### config.mk
export PLATFORM = sky130hd
export DESIGN_NAME = watchdog_and_reset_control
export DESIGN_NICKNAME = d
export VERILOG_FILES = /design/src/rtl/watchdog_and_reset_control.v
export VERILOG_INCLUDE_DIRS = /design/src /design/src/inc
export SDC_FILE = /design/constraint.sdc
export NUM_CORES = 1
export LEC_CHECK = 0
export ABC_CLOCK_PERIOD_IN_PS = 2000
export BUFFER_PORTS_ARGS = -buffer_cell sky130_fd_sc_hd__buf_2
export CAP_MARGIN = 20
export CORE_MARGIN = 2
export CORE_UTILIZATION = 40
export CTS_CLUSTER_SIZE = 14
export DETAILED_ROUTE_END_ITERATION = 7
export HOLD_SLACK_MARGIN = 0.12
export PLACE_DENSITY = 0.7
export SYNTH_ARGS = -nofsm -noshare
export SYNTH_HDL_FRONTEND = slang
export SYNTH_SLANG_ARGS = --single-unit
export TNS_END_PERCENT = 20
### constraint.sdc
create_clock -name clk_sys_i -period 2 [get_ports clk_sys_i]
set_input_delay 0.3 -clock clk_sys_i [delete_from_list [all_inputs] [get_ports clk_sys_i]]
set_output_delay 0.3 -clock clk_sys_i [all_outputs]
set_load 0.01 [all_outputs]
### src/inc/wdt_reset_defs.vh
`ifndef WDT_RESET_DEFS_VH
`define WDT_RESET_DEFS_VH

// ==========================================================
// Register byte addresses
`define ADDR_WATCHDOG_CONTROL 8'h00
`define ADDR_RESET_CAUSE_FLAGS 8'h04
`define ADDR_RESET_KEY_REGISTER 8'h08
`define ADDR_LOW_SUPPLY_LEVEL 8'h0c
`define ADDR_CPU_EVENTS 8'h10

// ==========================================================
// Field positions
`define WDC_KEY_MSB 7
`define WDC_KEY_LSB 3
`define WDC_SEL_MSB 2
`define WDC_SEL_LSB 0
`define RCF_WDKEY_BIT 0
`define RCF_LEVEL_BIT 1
`define RCF_LOWSUP_BIT 2
`define RCF_KEYREG_BIT 3
`define EVT_CLEAR_WDT_BIT 0
`define EVT_HALT_BIT 1

// ==========================================================
// Reset values and valid keys
`define WATCHDOG_CONTROL_RESET 8'h53
`define RESET_KEY_RESET 8'h55
`define LOW_SUPPLY_LEVEL_RESET 8'h55
`define WD_KEY_A 5'h0a
`define WD_KEY_B 5'h15
`define RESET_KEY_A 8'h55
`define RESET_KEY_B 8'haa
`define LEVEL_CODE_2V10 8'h55
`define LEVEL_CODE_2V55 8'h33
`define LEVEL_CODE_3V15 8'h99
`define LEVEL_CODE_3V80 8'haa

// ==========================================================
// Timing
`define CLK_SYS_HZ 200000000
`define POWER_ON_DELAY_MS 50
`define KEY_FAULT_SLOW_CYCLES 2
`define SLOW_CLOCK_HZ 32000

`endif

### src/rtl/watchdog_and_reset_control.v
`timescale 1ns/100ps
`include "wdt_reset_defs.vh"

module watchdog_and_reset_control #(
    parameter POR_DELAY_CYCLES = (`CLK_SYS_HZ / 1000) * `POWER_ON_DELAY_MS,
    parameter LOW_SUPPLY_QUAL_CYCLES = 2000,
    parameter WD_WIDTH = 19
) (
    input wire clk_sys_i,
    input wire reset_n_i,
    input wire power_on_n_i,
    input wire slow_internal_rc_osc_i,
    input wire low_supply_i,
    input wire power_down_flag_i,
    input wire clear_watchdog_instruction_i,
    input wire halt_instruction_i,
    input wire hsel,
    input wire [31:0] haddr,
    input wire [1:0] htrans,
    input wire hwrite,
    input wire [2:0] hsize,
    input wire [31:0] hwdata,
    input wire hready,
    output reg [31:0] hrdata,
    output wire hreadyout,
    output wire hresp,
    output reg device_reset_o,
    output reg pc_sp_reset_o,
    output reg timeout_status_flag_o,
    output reg port_preset_o
);

    // ==========================================================
    // Overview
    // All logic runs on the system clock. The slow oscillator only
    // supplies edge events. Reset requests are outputs; this block
    // does not reset itself from them, only from the reset input and
    // the power-on indication, save that a level-code fault reloads the
    // level register and a watchdog key fault clears the watchdog count,
    // so cause flags survive the resets
    // they describe. Software reaches the registers at 0x00 control,
    // 0x04 cause flags, 0x08 reset key, 0x0c level code and 0x10
    // status, one register per word in bits 7:0.

    // ==========================================================
    // Helpers
    // Bit of the watchdog count that marks a timeout for each select
    // code; the jumps are uneven, two bits apart below code 4 and one
    // bit apart above it, so a table is clearer than arithmetic
    function [4:0] tap_index;
        input [2:0] sel;
        begin
            case (sel)
                3'd0: tap_index = 5'd8;
                3'd1: tap_index = 5'd10;
                3'd2: tap_index = 5'd12;
                3'd3: tap_index = 5'd14;
                3'd4: tap_index = 5'd15;
                3'd5: tap_index = 5'd16;
                3'd6: tap_index = 5'd17;
                default: tap_index = 5'd18;
            endcase
        end
    endfunction

    // True only for the four legal level codes; every other pattern,
    // including all zeros and all ones, is treated as a corrupted
    // register and leads to a level-code reset
    function level_code_ok;
        input [7:0] code;
        begin
            level_code_ok = (code == `LEVEL_CODE_2V10) || (code == `LEVEL_CODE_2V55) ||
                (code == `LEVEL_CODE_3V15) || (code == `LEVEL_CODE_3V80);
        end
    endfunction

    // ==========================================================
    // Power-on state and input sync
    // The slow oscillator and the supply monitor are asynchronous to
    // the system clock. Each passes three flops; a new level is only
    // accepted once stages two and three agree, which filters a single
    // metastable sample. The slow clock is then used as an edge event
    // in the system domain, never as a clock of its own, so the whole
    // block stays on one clock and needs no domain crossing logic.
    reg [31:0] por_count;
    reg por_busy;
    reg [2:0] slow_sync;
    reg [2:0] low_sync;
    reg slow_level;
    reg low_level;
    wire slow_rise = slow_sync[1] & slow_sync[2] & ~slow_level;

    // Three-stage synchronisers, change counted when stages 2 and 3 agree
    always @(posedge clk_sys_i) begin
        slow_sync <= {slow_sync[1:0], slow_internal_rc_osc_i};
        low_sync <= {low_sync[1:0], low_supply_i};
        // Sync stages are not reset; they flush within three clocks
        if (!reset_n_i) begin
            slow_level <= 1'b0;
            low_level <= 1'b0;
        end else begin
            if (slow_sync[1] == slow_sync[2])
                slow_level <= slow_sync[2];
            if (low_sync[1] == low_sync[2])
                low_level <= low_sync[2];
        end
    end

    // ==========================================================
    // Registers and fault state
    // The three keyed registers hold redundant patterns so that a
    // flipped bit is noticed (in the watchdog control only in its key
    // field, bits 7:3): any value off the legal list starts a
    // fault timer that ends in a reset request. The cause flags keep
    // only bits 3:0; the upper bits of the word read as zero.
    // Fault timers count slow clock edges with the bad value held.
    reg [7:0] watchdog_control;
    reg [7:0] reset_key_register;
    reg [7:0] low_supply_level_register;
    reg [3:0] reset_cause_flags;
    // Watchdog count and fault timers
    reg [WD_WIDTH-1:0] wd_count;
    reg wd_tap_prev;
    reg [1:0] wd_key_fault_cnt;
    reg [1:0] key_reg_fault_cnt;
    reg [1:0] level_fault_cnt;
    // Supply filter and reset stretch
    reg [31:0] low_qual_cnt;
    reg [7:0] pulse_cnt;

    // Bus address phase capture
    // AHB-Lite slave with no wait states: the address phase is
    // captured on the edge where it is accepted, and the data phase
    // follows in the next cycle. Writes use hwdata in that data phase;
    // reads are driven from the captured address. Transfer size is
    // not decoded, every register is one aligned word.
    reg wr_pend;
    reg rd_pend;
    reg [7:0] addr_q;
    wire bus_go = hsel & hready & htrans[1];

    // Decoded fields and fault conditions
    // A key fault fires on the second slow edge with the bad value
    // still in place, which lands between one and two slow periods
    // after the bad write, depending on its phase.
    wire [4:0] watchdog_key_field = watchdog_control[`WDC_KEY_MSB:`WDC_KEY_LSB];
    wire [2:0] timeout_select = watchdog_control[`WDC_SEL_MSB:`WDC_SEL_LSB];
    wire wd_key_bad = (watchdog_key_field != `WD_KEY_A) && (watchdog_key_field != `WD_KEY_B);
    wire key_reg_bad = (reset_key_register != `RESET_KEY_A) && (reset_key_register != `RESET_KEY_B);
    wire level_bad = !level_code_ok(low_supply_level_register);
    wire wd_tap = wd_count[tap_index(timeout_select)];
    wire wd_overflow = slow_rise & wd_tap & ~wd_tap_prev;
    wire fire_wd_key = slow_rise && wd_key_fault_cnt == 2'd`KEY_FAULT_SLOW_CYCLES - 2'd1 && wd_key_bad;
    wire fire_key_reg = slow_rise && key_reg_fault_cnt == 2'd`KEY_FAULT_SLOW_CYCLES - 2'd1 && key_reg_bad;
    wire fire_level = slow_rise && level_fault_cnt == 2'd`KEY_FAULT_SLOW_CYCLES - 2'd1 && level_bad;
    wire fire_low = !power_down_flag_i && low_qual_cnt == LOW_SUPPLY_QUAL_CYCLES;
    wire sleeping = power_down_flag_i;
    wire fire_any = fire_wd_key | fire_key_reg | fire_level | fire_low |
        (wd_overflow & ~sleeping);
    wire wr_now = wr_pend;

    // Always ready, always OKAY
    assign hreadyout = 1'b1;
    assign hresp = 1'b0;

    // Bus phase registers
    // Only one phase is tracked; a new address phase may overlap the
    // data phase of the previous transfer
    always @(posedge clk_sys_i) begin
        if (!reset_n_i) begin
            wr_pend <= 1'b0;
            rd_pend <= 1'b0;
            addr_q <= 8'h00;
        end else begin
            wr_pend <= bus_go & hwrite;
            rd_pend <= bus_go & ~hwrite;
            if (bus_go)
                addr_q <= haddr[7:0];
        end
    end

    // Read mux; unmapped reads zero
    // Data is only driven during a read data phase; outside it the
    // bus sees zero, so stale register values do not leak onto hrdata
    always @* begin
        hrdata = 32'h0000_0000;
        case (rd_pend ? addr_q : 8'hff)
            `ADDR_WATCHDOG_CONTROL: hrdata = {24'h000000, watchdog_control};
            `ADDR_RESET_CAUSE_FLAGS: hrdata = {28'h0000000, reset_cause_flags};
            `ADDR_RESET_KEY_REGISTER: hrdata = {24'h000000, reset_key_register};
            `ADDR_LOW_SUPPLY_LEVEL: hrdata = {24'h000000, low_supply_level_register};
            `ADDR_CPU_EVENTS: hrdata = {31'h00000000, timeout_status_flag_o};
            default: hrdata = 32'h0000_0000;
        endcase
    end

    // ==========================================================
    // Power-on delay and port preset
    // The delay restarts on every reset and on every power-on
    // indication. While it runs, the full reset request and the port
    // preset stay high; the counter stops once the delay has ended so
    // it cannot wrap and start a second delay.
    always @(posedge clk_sys_i) begin
        if (!reset_n_i || !power_on_n_i) begin
            por_count <= 32'h0000_0000;
            por_busy <= 1'b1;
        end else if (por_busy) begin
            // Count on until the last delay cycle
            if (por_count == POR_DELAY_CYCLES - 1)
                por_busy <= 1'b0;
            por_count <= por_count + 32'h0000_0001;
        end
    end

    // ==========================================================
    // Control registers
    // A level-code fault puts the level register back to its power-on
    // pattern, so the device comes out of that reset with a legal
    // code. A genuine low supply reset leaves the register alone. The
    // watchdog and reset key registers keep their value.
    always @(posedge clk_sys_i) begin
        if (!reset_n_i || !power_on_n_i) begin
            watchdog_control <= `WATCHDOG_CONTROL_RESET;
            reset_key_register <= `RESET_KEY_RESET;
            low_supply_level_register <= `LOW_SUPPLY_LEVEL_RESET;
        end else if (fire_level) begin
            low_supply_level_register <= `LOW_SUPPLY_LEVEL_RESET;
        end else if (wr_now) begin
            // Unmapped and read-only offsets ignore writes
            case (addr_q)
                `ADDR_WATCHDOG_CONTROL: watchdog_control <= hwdata[7:0];
                `ADDR_RESET_KEY_REGISTER: reset_key_register <= hwdata[7:0];
                `ADDR_LOW_SUPPLY_LEVEL: low_supply_level_register <= hwdata[7:0];
                default: ;
            endcase
        end
    end

    // Cause flags: set by events, cleared by writing one; set wins
    // Software clears a flag by writing one to it. A fault that fires
    // in the same cycle as the clear wins, because its assignment comes
    // after the clear. Hardware never clears a flag; only reset and
    // power-on return them to zero.
    always @(posedge clk_sys_i) begin
        if (!reset_n_i || !power_on_n_i) begin
            reset_cause_flags <= 4'h0;
        end else begin
            // Write one to clear
            if (wr_now && addr_q == `ADDR_RESET_CAUSE_FLAGS)
                reset_cause_flags <= reset_cause_flags & ~hwdata[3:0];
            if (fire_wd_key)
                reset_cause_flags[`RCF_WDKEY_BIT] <= 1'b1;
            if (fire_level)
                reset_cause_flags[`RCF_LEVEL_BIT] <= 1'b1;
            if (fire_low)
                reset_cause_flags[`RCF_LOWSUP_BIT] <= 1'b1;
            if (fire_key_reg)
                reset_cause_flags[`RCF_KEYREG_BIT] <= 1'b1;
        end
    end

    // ==========================================================
    // Key fault timers, counted in slow clock edges
    // Each timer is held at zero while its register is legal, counts
    // slow edges while it is not, and returns to zero when it fires so
    // that a value left bad fires again two slow periods later.
    always @(posedge clk_sys_i) begin
        if (!reset_n_i || !power_on_n_i) begin
            wd_key_fault_cnt <= 2'd0;
            key_reg_fault_cnt <= 2'd0;
            level_fault_cnt <= 2'd0;
        end else if (slow_rise) begin
            wd_key_fault_cnt <= wd_key_bad && !fire_wd_key ? wd_key_fault_cnt + 2'd1 : 2'd0;
            key_reg_fault_cnt <= key_reg_bad && !fire_key_reg ? key_reg_fault_cnt + 2'd1 : 2'd0;
            level_fault_cnt <= level_bad && !fire_level ? level_fault_cnt + 2'd1 : 2'd0;
        end
    end

    // Low supply qualification filter
    // The filtered supply level must stay low for the full qualifying
    // count before a reset request; shorter dips restart the count.
    // In power down the filter is held clear, so the function is off.
    // The count saturates, keeping the request up while supply is low.
    always @(posedge clk_sys_i) begin
        if (!reset_n_i || !power_on_n_i || !low_level || power_down_flag_i)
            low_qual_cnt <= 32'h0000_0000;
        else if (low_qual_cnt != LOW_SUPPLY_QUAL_CYCLES)
            low_qual_cnt <= low_qual_cnt + 32'h0000_0001;
    end

    // ==========================================================
    // Watchdog counter on slow clock
    // The counter advances once per slow edge. It is cleared by a watchdog key
    // fault, by the clear instruction and by halt. The tap bit chosen
    // by the timeout select is remembered from the previous slow edge
    // so that only its rising edge counts as an overflow. A change of
    // the select code may therefore give one early or late timeout.
    always @(posedge clk_sys_i) begin
        if (!reset_n_i || !power_on_n_i || fire_wd_key || clear_watchdog_instruction_i ||
            halt_instruction_i) begin
            wd_count <= {WD_WIDTH{1'b0}};
            wd_tap_prev <= 1'b0;
        end else if (slow_rise) begin
            wd_count <= wd_count + {{(WD_WIDTH-1){1'b0}}, 1'b1};
            wd_tap_prev <= wd_tap;
        end
    end

    // Timeout flag: set on overflow, cleared by halt or clear instruction
    // Sticky status: only the clear instruction, halt, reset or power
    // on take it down. An overflow in the same cycle as a clear keeps
    // the flag set.
    always @(posedge clk_sys_i) begin
        if (!reset_n_i || !power_on_n_i)
            timeout_status_flag_o <= 1'b0;
        else if (wd_overflow)
            timeout_status_flag_o <= 1'b1;
        else if (clear_watchdog_instruction_i || halt_instruction_i)
            timeout_status_flag_o <= 1'b0;
    end

    // ==========================================================
    // Reset outputs, stretched for a few cycles
    // A fault or normal-mode overflow starts a stretch counter so the request lasts long
    // enough for the core to see it. The full request covers the
    // power-on delay, every fault and a normal-mode overflow; the
    // program counter and stack request covers all of those and also a
    // timeout in sleep or idle. The port preset only follows the
    // power-on delay.
    always @(posedge clk_sys_i) begin
        if (!reset_n_i) begin
            pulse_cnt <= 8'h00;
            device_reset_o <= 1'b1;
            pc_sp_reset_o <= 1'b1;
            port_preset_o <= 1'b1;
        end else begin
            // Stretch counter reloads on every new event
            if (fire_any)
                pulse_cnt <= 8'h10;
            else if (pulse_cnt != 8'h00)
                pulse_cnt <= pulse_cnt - 8'h01;
            device_reset_o <= por_busy | fire_any | (pulse_cnt != 8'h00);
            pc_sp_reset_o <= por_busy | fire_any | (wd_overflow & sleeping) | (pulse_cnt != 8'h00);
            port_preset_o <= por_busy;
        end
    end

    // ==========================================================
    // Limitations
    // The timeout and fault times are counted in slow edges seen
    // through the synchroniser, so each may be late by a few system
    // clocks. The low supply input is taken as already compared to
    // the selected level; the threshold itself is analog and outside
    // this block. The level code only feeds that comparison and the
    // fault check here.

endmodule // watchdog_and_reset_control

[After elaboration in Yosys (flattened, before gate mapping)]
Cells that the tools add are included.
Word-level totals
  bits in read-only memories: 0
  input bits: 80
  memories: 0
  word-level logic and storage cells: 156
  output and inout port bits: 38
  flip-flop bits (word level): 149
  memory bits (writable): 0
  bits in latches: 0
Cells by class
  multiply operators: 0
  $add $sub $neg: 7
  order comparisons: 1
  shifts and indexed selects: 0
  bitwise operators: 26
  equality and inequality tests: 29
  reductions and logical operators: 46
  muxes and demuxes: 19
  div/mod/pow operators: 0
Operators by type and width (count)
  $add 32x1->32 const B: 2
  $pmux 8 s5: 1
  $pmux 5 s7: 1
  $eq 32x11->1 const B: 1
  $eq 32x24->1 const B: 1
  $eq 8x4->1 const B: 4
  $ne 32x11->1 const B: 1
  $add 19x1->19 const B: 1
  $eq 8x3->1 const B: 2
  $eq 8x8->1 const B: 2
  $logic_not 8->1: 2
  $logic_and 1x1->1: 13
  $reduce_bool 2->1: 6
  $and 1x1->1: 10
  $logic_or 1x1->1: 10
  $mux 5: 2
  $eq 3x3->1 const B: 3
  $mux 1: 9
  $eq 8x5->1 const B: 1
  $eq 8x6->1 const B: 1
  $eq 8x7->1 const B: 1
  $logic_not 1->1: 8
  $mux 8: 1
  $ne 8x7->1 const B: 1
  22 further kinds: 44

[Depth between registers and ports, before layout]
  depth after elaboration: 12
  gate-level depth with buffers: 7
  gate-level depth less buffers: 7

[Least setup slack after synthesis]
OpenSTA, ideal clock, no wires.
  kind: flip-flop to output port
  start: register addr_q[0]
  end: output hrdata[1]
  cell stages (with the launch flop): 5
  data arrival time: 1.543 ns
  path buffers: 0
  path slack: 0.157 ns
  data required time: 1.700 ns
  path through: dfxtp_1 -> nor4_2 -> nor2b_1 -> a22oi_1 -> nand2_1
On the way
  cells in the longest elaborated chain, start to end: 3
  elaborated cells on any way between the ends: 7
  those cells by class: eq/ne (4); mux (2); reduce/logical (1)
Ends and longest elaborated chain
  from (decl): line watchdog_and_reset_control.v:139  | reg [7:0] addr_q;
  from (signal assigned): line watchdog_and_reset_control.v:178  | addr_q <= haddr[7:0];
  $mux 8 *: line watchdog_and_reset_control.v:187  | case (rd_pend ? addr_q : 8'hff)
  $eq 8x5->1 (tied with other cells): line watchdog_and_reset_control.v:187
  $pmux 8 s5 *: line watchdog_and_reset_control.v:187
  to (decl): line watchdog_and_reset_control.v:24  | output reg [31:0] hrdata,
Mark *: on every way between the ends. The rest lies on a longest branch, timed or not.

[Worst setup path in the final report]
  start: register addr_q[6]
  end: output hrdata[3]
The elaborated chain is that of the path after synthesis.

==> results.yml <==
global_route:
  track_usage_pct: 17.15
  grt_pass1_vias: 5378
  antenna_found_initial: 0
  grt_max_degree: 34
  grt_pass1_wl_um: 25520
  grt_overflow: 0
power:
  p_leak_nw: 2.995
  powerDensity_nw_per_um2: 819.9
  vdd_ir_drop_max_v: 0.0006478
timing:
  fin_crit_ns: 2.183
  rsz0062_at_grt: "yes"
  fin_skew_ns: 0.007341
  worst_slack_ns: -0.1831
  fin_crit_sh_pct: 109.2
  hold_viol: 0
  setup_viol: 8
  slew-limit-headroom_pct: 58.43
  timing_worst_slew_pin_value_ns: 0.6236
  timing.fmax_ghz: 0.4581
  fin_tns_setup_ns: -1.136
  slew_viol_final: 0
floorplan:
  die_area_um2: 18880
  std_cell_rows: 48
  die_w_um: 137.4
  io_pins: 118
  coreArea_um2: 17360
  fp.dieH_um: 137.4
  start_util_pct: 41.01
logic_synthesis:
  synthArstFlopShare_pct: 0
  synth_top_family_by_area: "simple AND/OR/NAND/NOR gates"
  yosysSeqAreaShare_pct: 41.91
  yosys_warnings: 0
  netlist.area_leader.share_pct: 41.91
  synthAdderAreaFrac_pct: 1.758
  synth-edff-count: 0
  netlist_top_cells_area: "dfxtp_1 (42%), nor2_1 (5.6%), xnor2_1 (5.3%)"
  yosysTopAreaCell: "dfxtp_1"
  ys_ff_latch: 149
  ys_types: 54
  syn_area_um2: 7118
  syn_inst: 827
  synth_xor_area_share_pct: 8.859
  avgSynthCellArea_um2: 8.607
  synth-simple-area-share_pct: 29.53
  ys.flop_type: "dfxtp_1"
  synth_compound_area_share_pct: 8.842
  synth_mux_area_share_pct: 2.391
run_status:
  status: "finished, violations left"
  violations: "DRC, setup timing"
finish:
  nFillCells: 1652
  final_common_cell: "dfxtp_1"
  drive_above_1_share_pct: 16.13
  multi_input_area_um2: 3819
  regArea_um2: 3000
  n_antenna_cell: 0
  final_nets: 982
  syn_to_final_growth_pct: 17.63
  final_cell_mix: "dfxtp_1 (141), nor2_1 (105), nand2_1 (75)"
  final_cell_count_no_fill: 1130
  post-route-util_pct: 48.24
place:
  gp_congestion: 0.8184
  dp_cells: 1092
  place_hpwl_um: 11140
  port_buffers: 39
job:
  maxCapViolCount: 0
clocking:
  h-tree-depth: 4
  clk_latency_ns: 0.42
  clockBufferDepth: 2
  cts_root_buf: "clkbuf_16"
  cts_sinks: 149
  tritoncts: "yes"
  cts-buffers-inserted: 17
  clkTransAtPathRegs_ns: 0.06
drt:
  remaining_drc_errors: 3
  dr.pass1.iters: 8
  ant_nets: 0
  vias_per_cell: 5.208
  wl_per_cell_um: 13.94
  via_count: 5885
  drt_iter0_drc: 455
  wl_um: 15760
worst_setup_path:
  crit_path_end_kind: "output pin"
  crit_family: "simple AND/OR/NAND/NOR gates"
  cp_data_required_time_ns: 1.70
  crit_path_max_incr_delay_ns: 0.35
  path_buf_inv: 2
  cp_cell_sequence: "nor4b_4 -> nand2b_4 -> nor2b_1 -> buf_4 -> a22oi_2 -> nand2_1 -> buf_2"
  arrival_ns: 1.88
  crit_fanout: 7
  cp_slowest_cell: "dfxtp_4"
  cp-start-kind: "register"
  critical_path_class: "reg -> out"
hold_path:
  hold_class: "in -> reg"
kinds of logic after synthesis:
group / Yosys count
buffers and inverters: 91
other: 2
AND/OR/NAND/NOR: 385
AO/OA/AOI/OAI: 101
flip-flops: 149
multiplexers: 17
XOR/XNOR: 72
adder cells (fa/ha/maj): 10
layer usage:
metal	GRT usage (%)	wire length, µm	vias up
li1	-	-	2984
met3	3.716	675	13
met5	0	0	-
met4	6.415	239	0
met1	21.78	7343	2750
met2	28.52	7497	138
final timing paths:
kind | from | end | slack, ns | depth (start not counted)
setup reg to reg | reset_key_register[2] | device_reset_o | 0.08 | 5
hold / removal | haddr[0] | addr_q[0] | 0.15 | 3
setup / recovery | addr_q[6] | hrdata[3] | -0.18 | 7
hold reg to reg | slow_sync[0] | slow_sync[1] | 0.33 | 0
registers in the layout, summed over array words and instances (netlist names), 3 cells and up:
signal	cells
reset_key_register	8
wd_count	19
reset_cause_flags	4
slow_sync	3
low_qual_cnt	32
low_sync	3
por_count	32
watchdog_control	8
pulse_cnt	8
addr_q	8
low_supply_level_register	8
synthesized netlist by cell type, types with 3 or more instances:
| master | count |
|---|---|
| dfxtp_1 | 149 |
| a21oi_1 | 36 |
| nand4_2 | 4 |
| or3_1 | 20 |
| and2_1 | 5 |
| clkbuf_1 | 22 |
| nor4bb_1 | 6 |
| and4bb_2 | 4 |
| nor3b_1 | 3 |
| a21boi_0 | 9 |
| xor2_1 | 29 |
| a222oi_1 | 4 |
| nor4b_1 | 5 |
| nand4_1 | 28 |
| nor4_1 | 17 |
| and3_1 | 12 |
| ha_1 | 10 |
| nor4_2 | 7 |
| a22oi_1 | 7 |
| o21ai_0 | 27 |
| and4_1 | 9 |
| mux2i_1 | 17 |
| a311oi_1 | 3 |
| inv_1 | 31 |
| xnor2_1 | 43 |
| o211ai_1 | 5 |
| nor2_1 | 106 |
| nand2b_1 | 8 |
| nor3_1 | 24 |
| buf_4 | 28 |
| nand3_1 | 34 |
| nor2b_1 | 4 |
| buf_2 | 7 |
| nand2_1 | 76 |
cell type report:
| type | count | share of cell area [%] |
|---|---|---|
| Inverter | 31 | 1.390 |
| Timing Repair Buffer | 82 | 6.889 |
| Sequential cell | 149 | 35.83 |
| Tap cell | 225 | 3.362 |
| Clock buffer | 23 | 5.708 |
| Multi-Input combinational cell | 611 | 45.61 |
| Clock inverter | 9 | 1.210 |
timing repair:
action	CTS	global route
hold endpoints to repair	7	0
hold buffers	6	0
buffers inserted	0	1
resized for setup	13	11
pin swaps	7	6
endpoints found under the setup margin	8	17
tightest hold or removal path, stage by stage:
cell and delay, ns:
buf_2 0.12, nand2_1 0.05, a21boi_0 0.06
power breakdown:
group          internal (mW)  total [mW]  switching (mW)
registers               3.06        3.13          0.0758
clock network           1.93        3.12            1.19
logic                  0.280       0.616           0.336
through the flow:
step	worst slack [ns]	hold slack [ns]	instance area (µm²)	total power [mW]
global route	-0.2778	0.1547	8373	7.150
floorplan	0.1566	0.3096	7208	3.664
detailed placement	0.02523	0.3184	7649	3.798
CTS	-0.2010	0.1339	8325	6.935
finish	-0.1831	0.1497	8373	6.865
global placement	0.08528	0.3133	7649	3.781
Power figures use the tool's default switching activity.
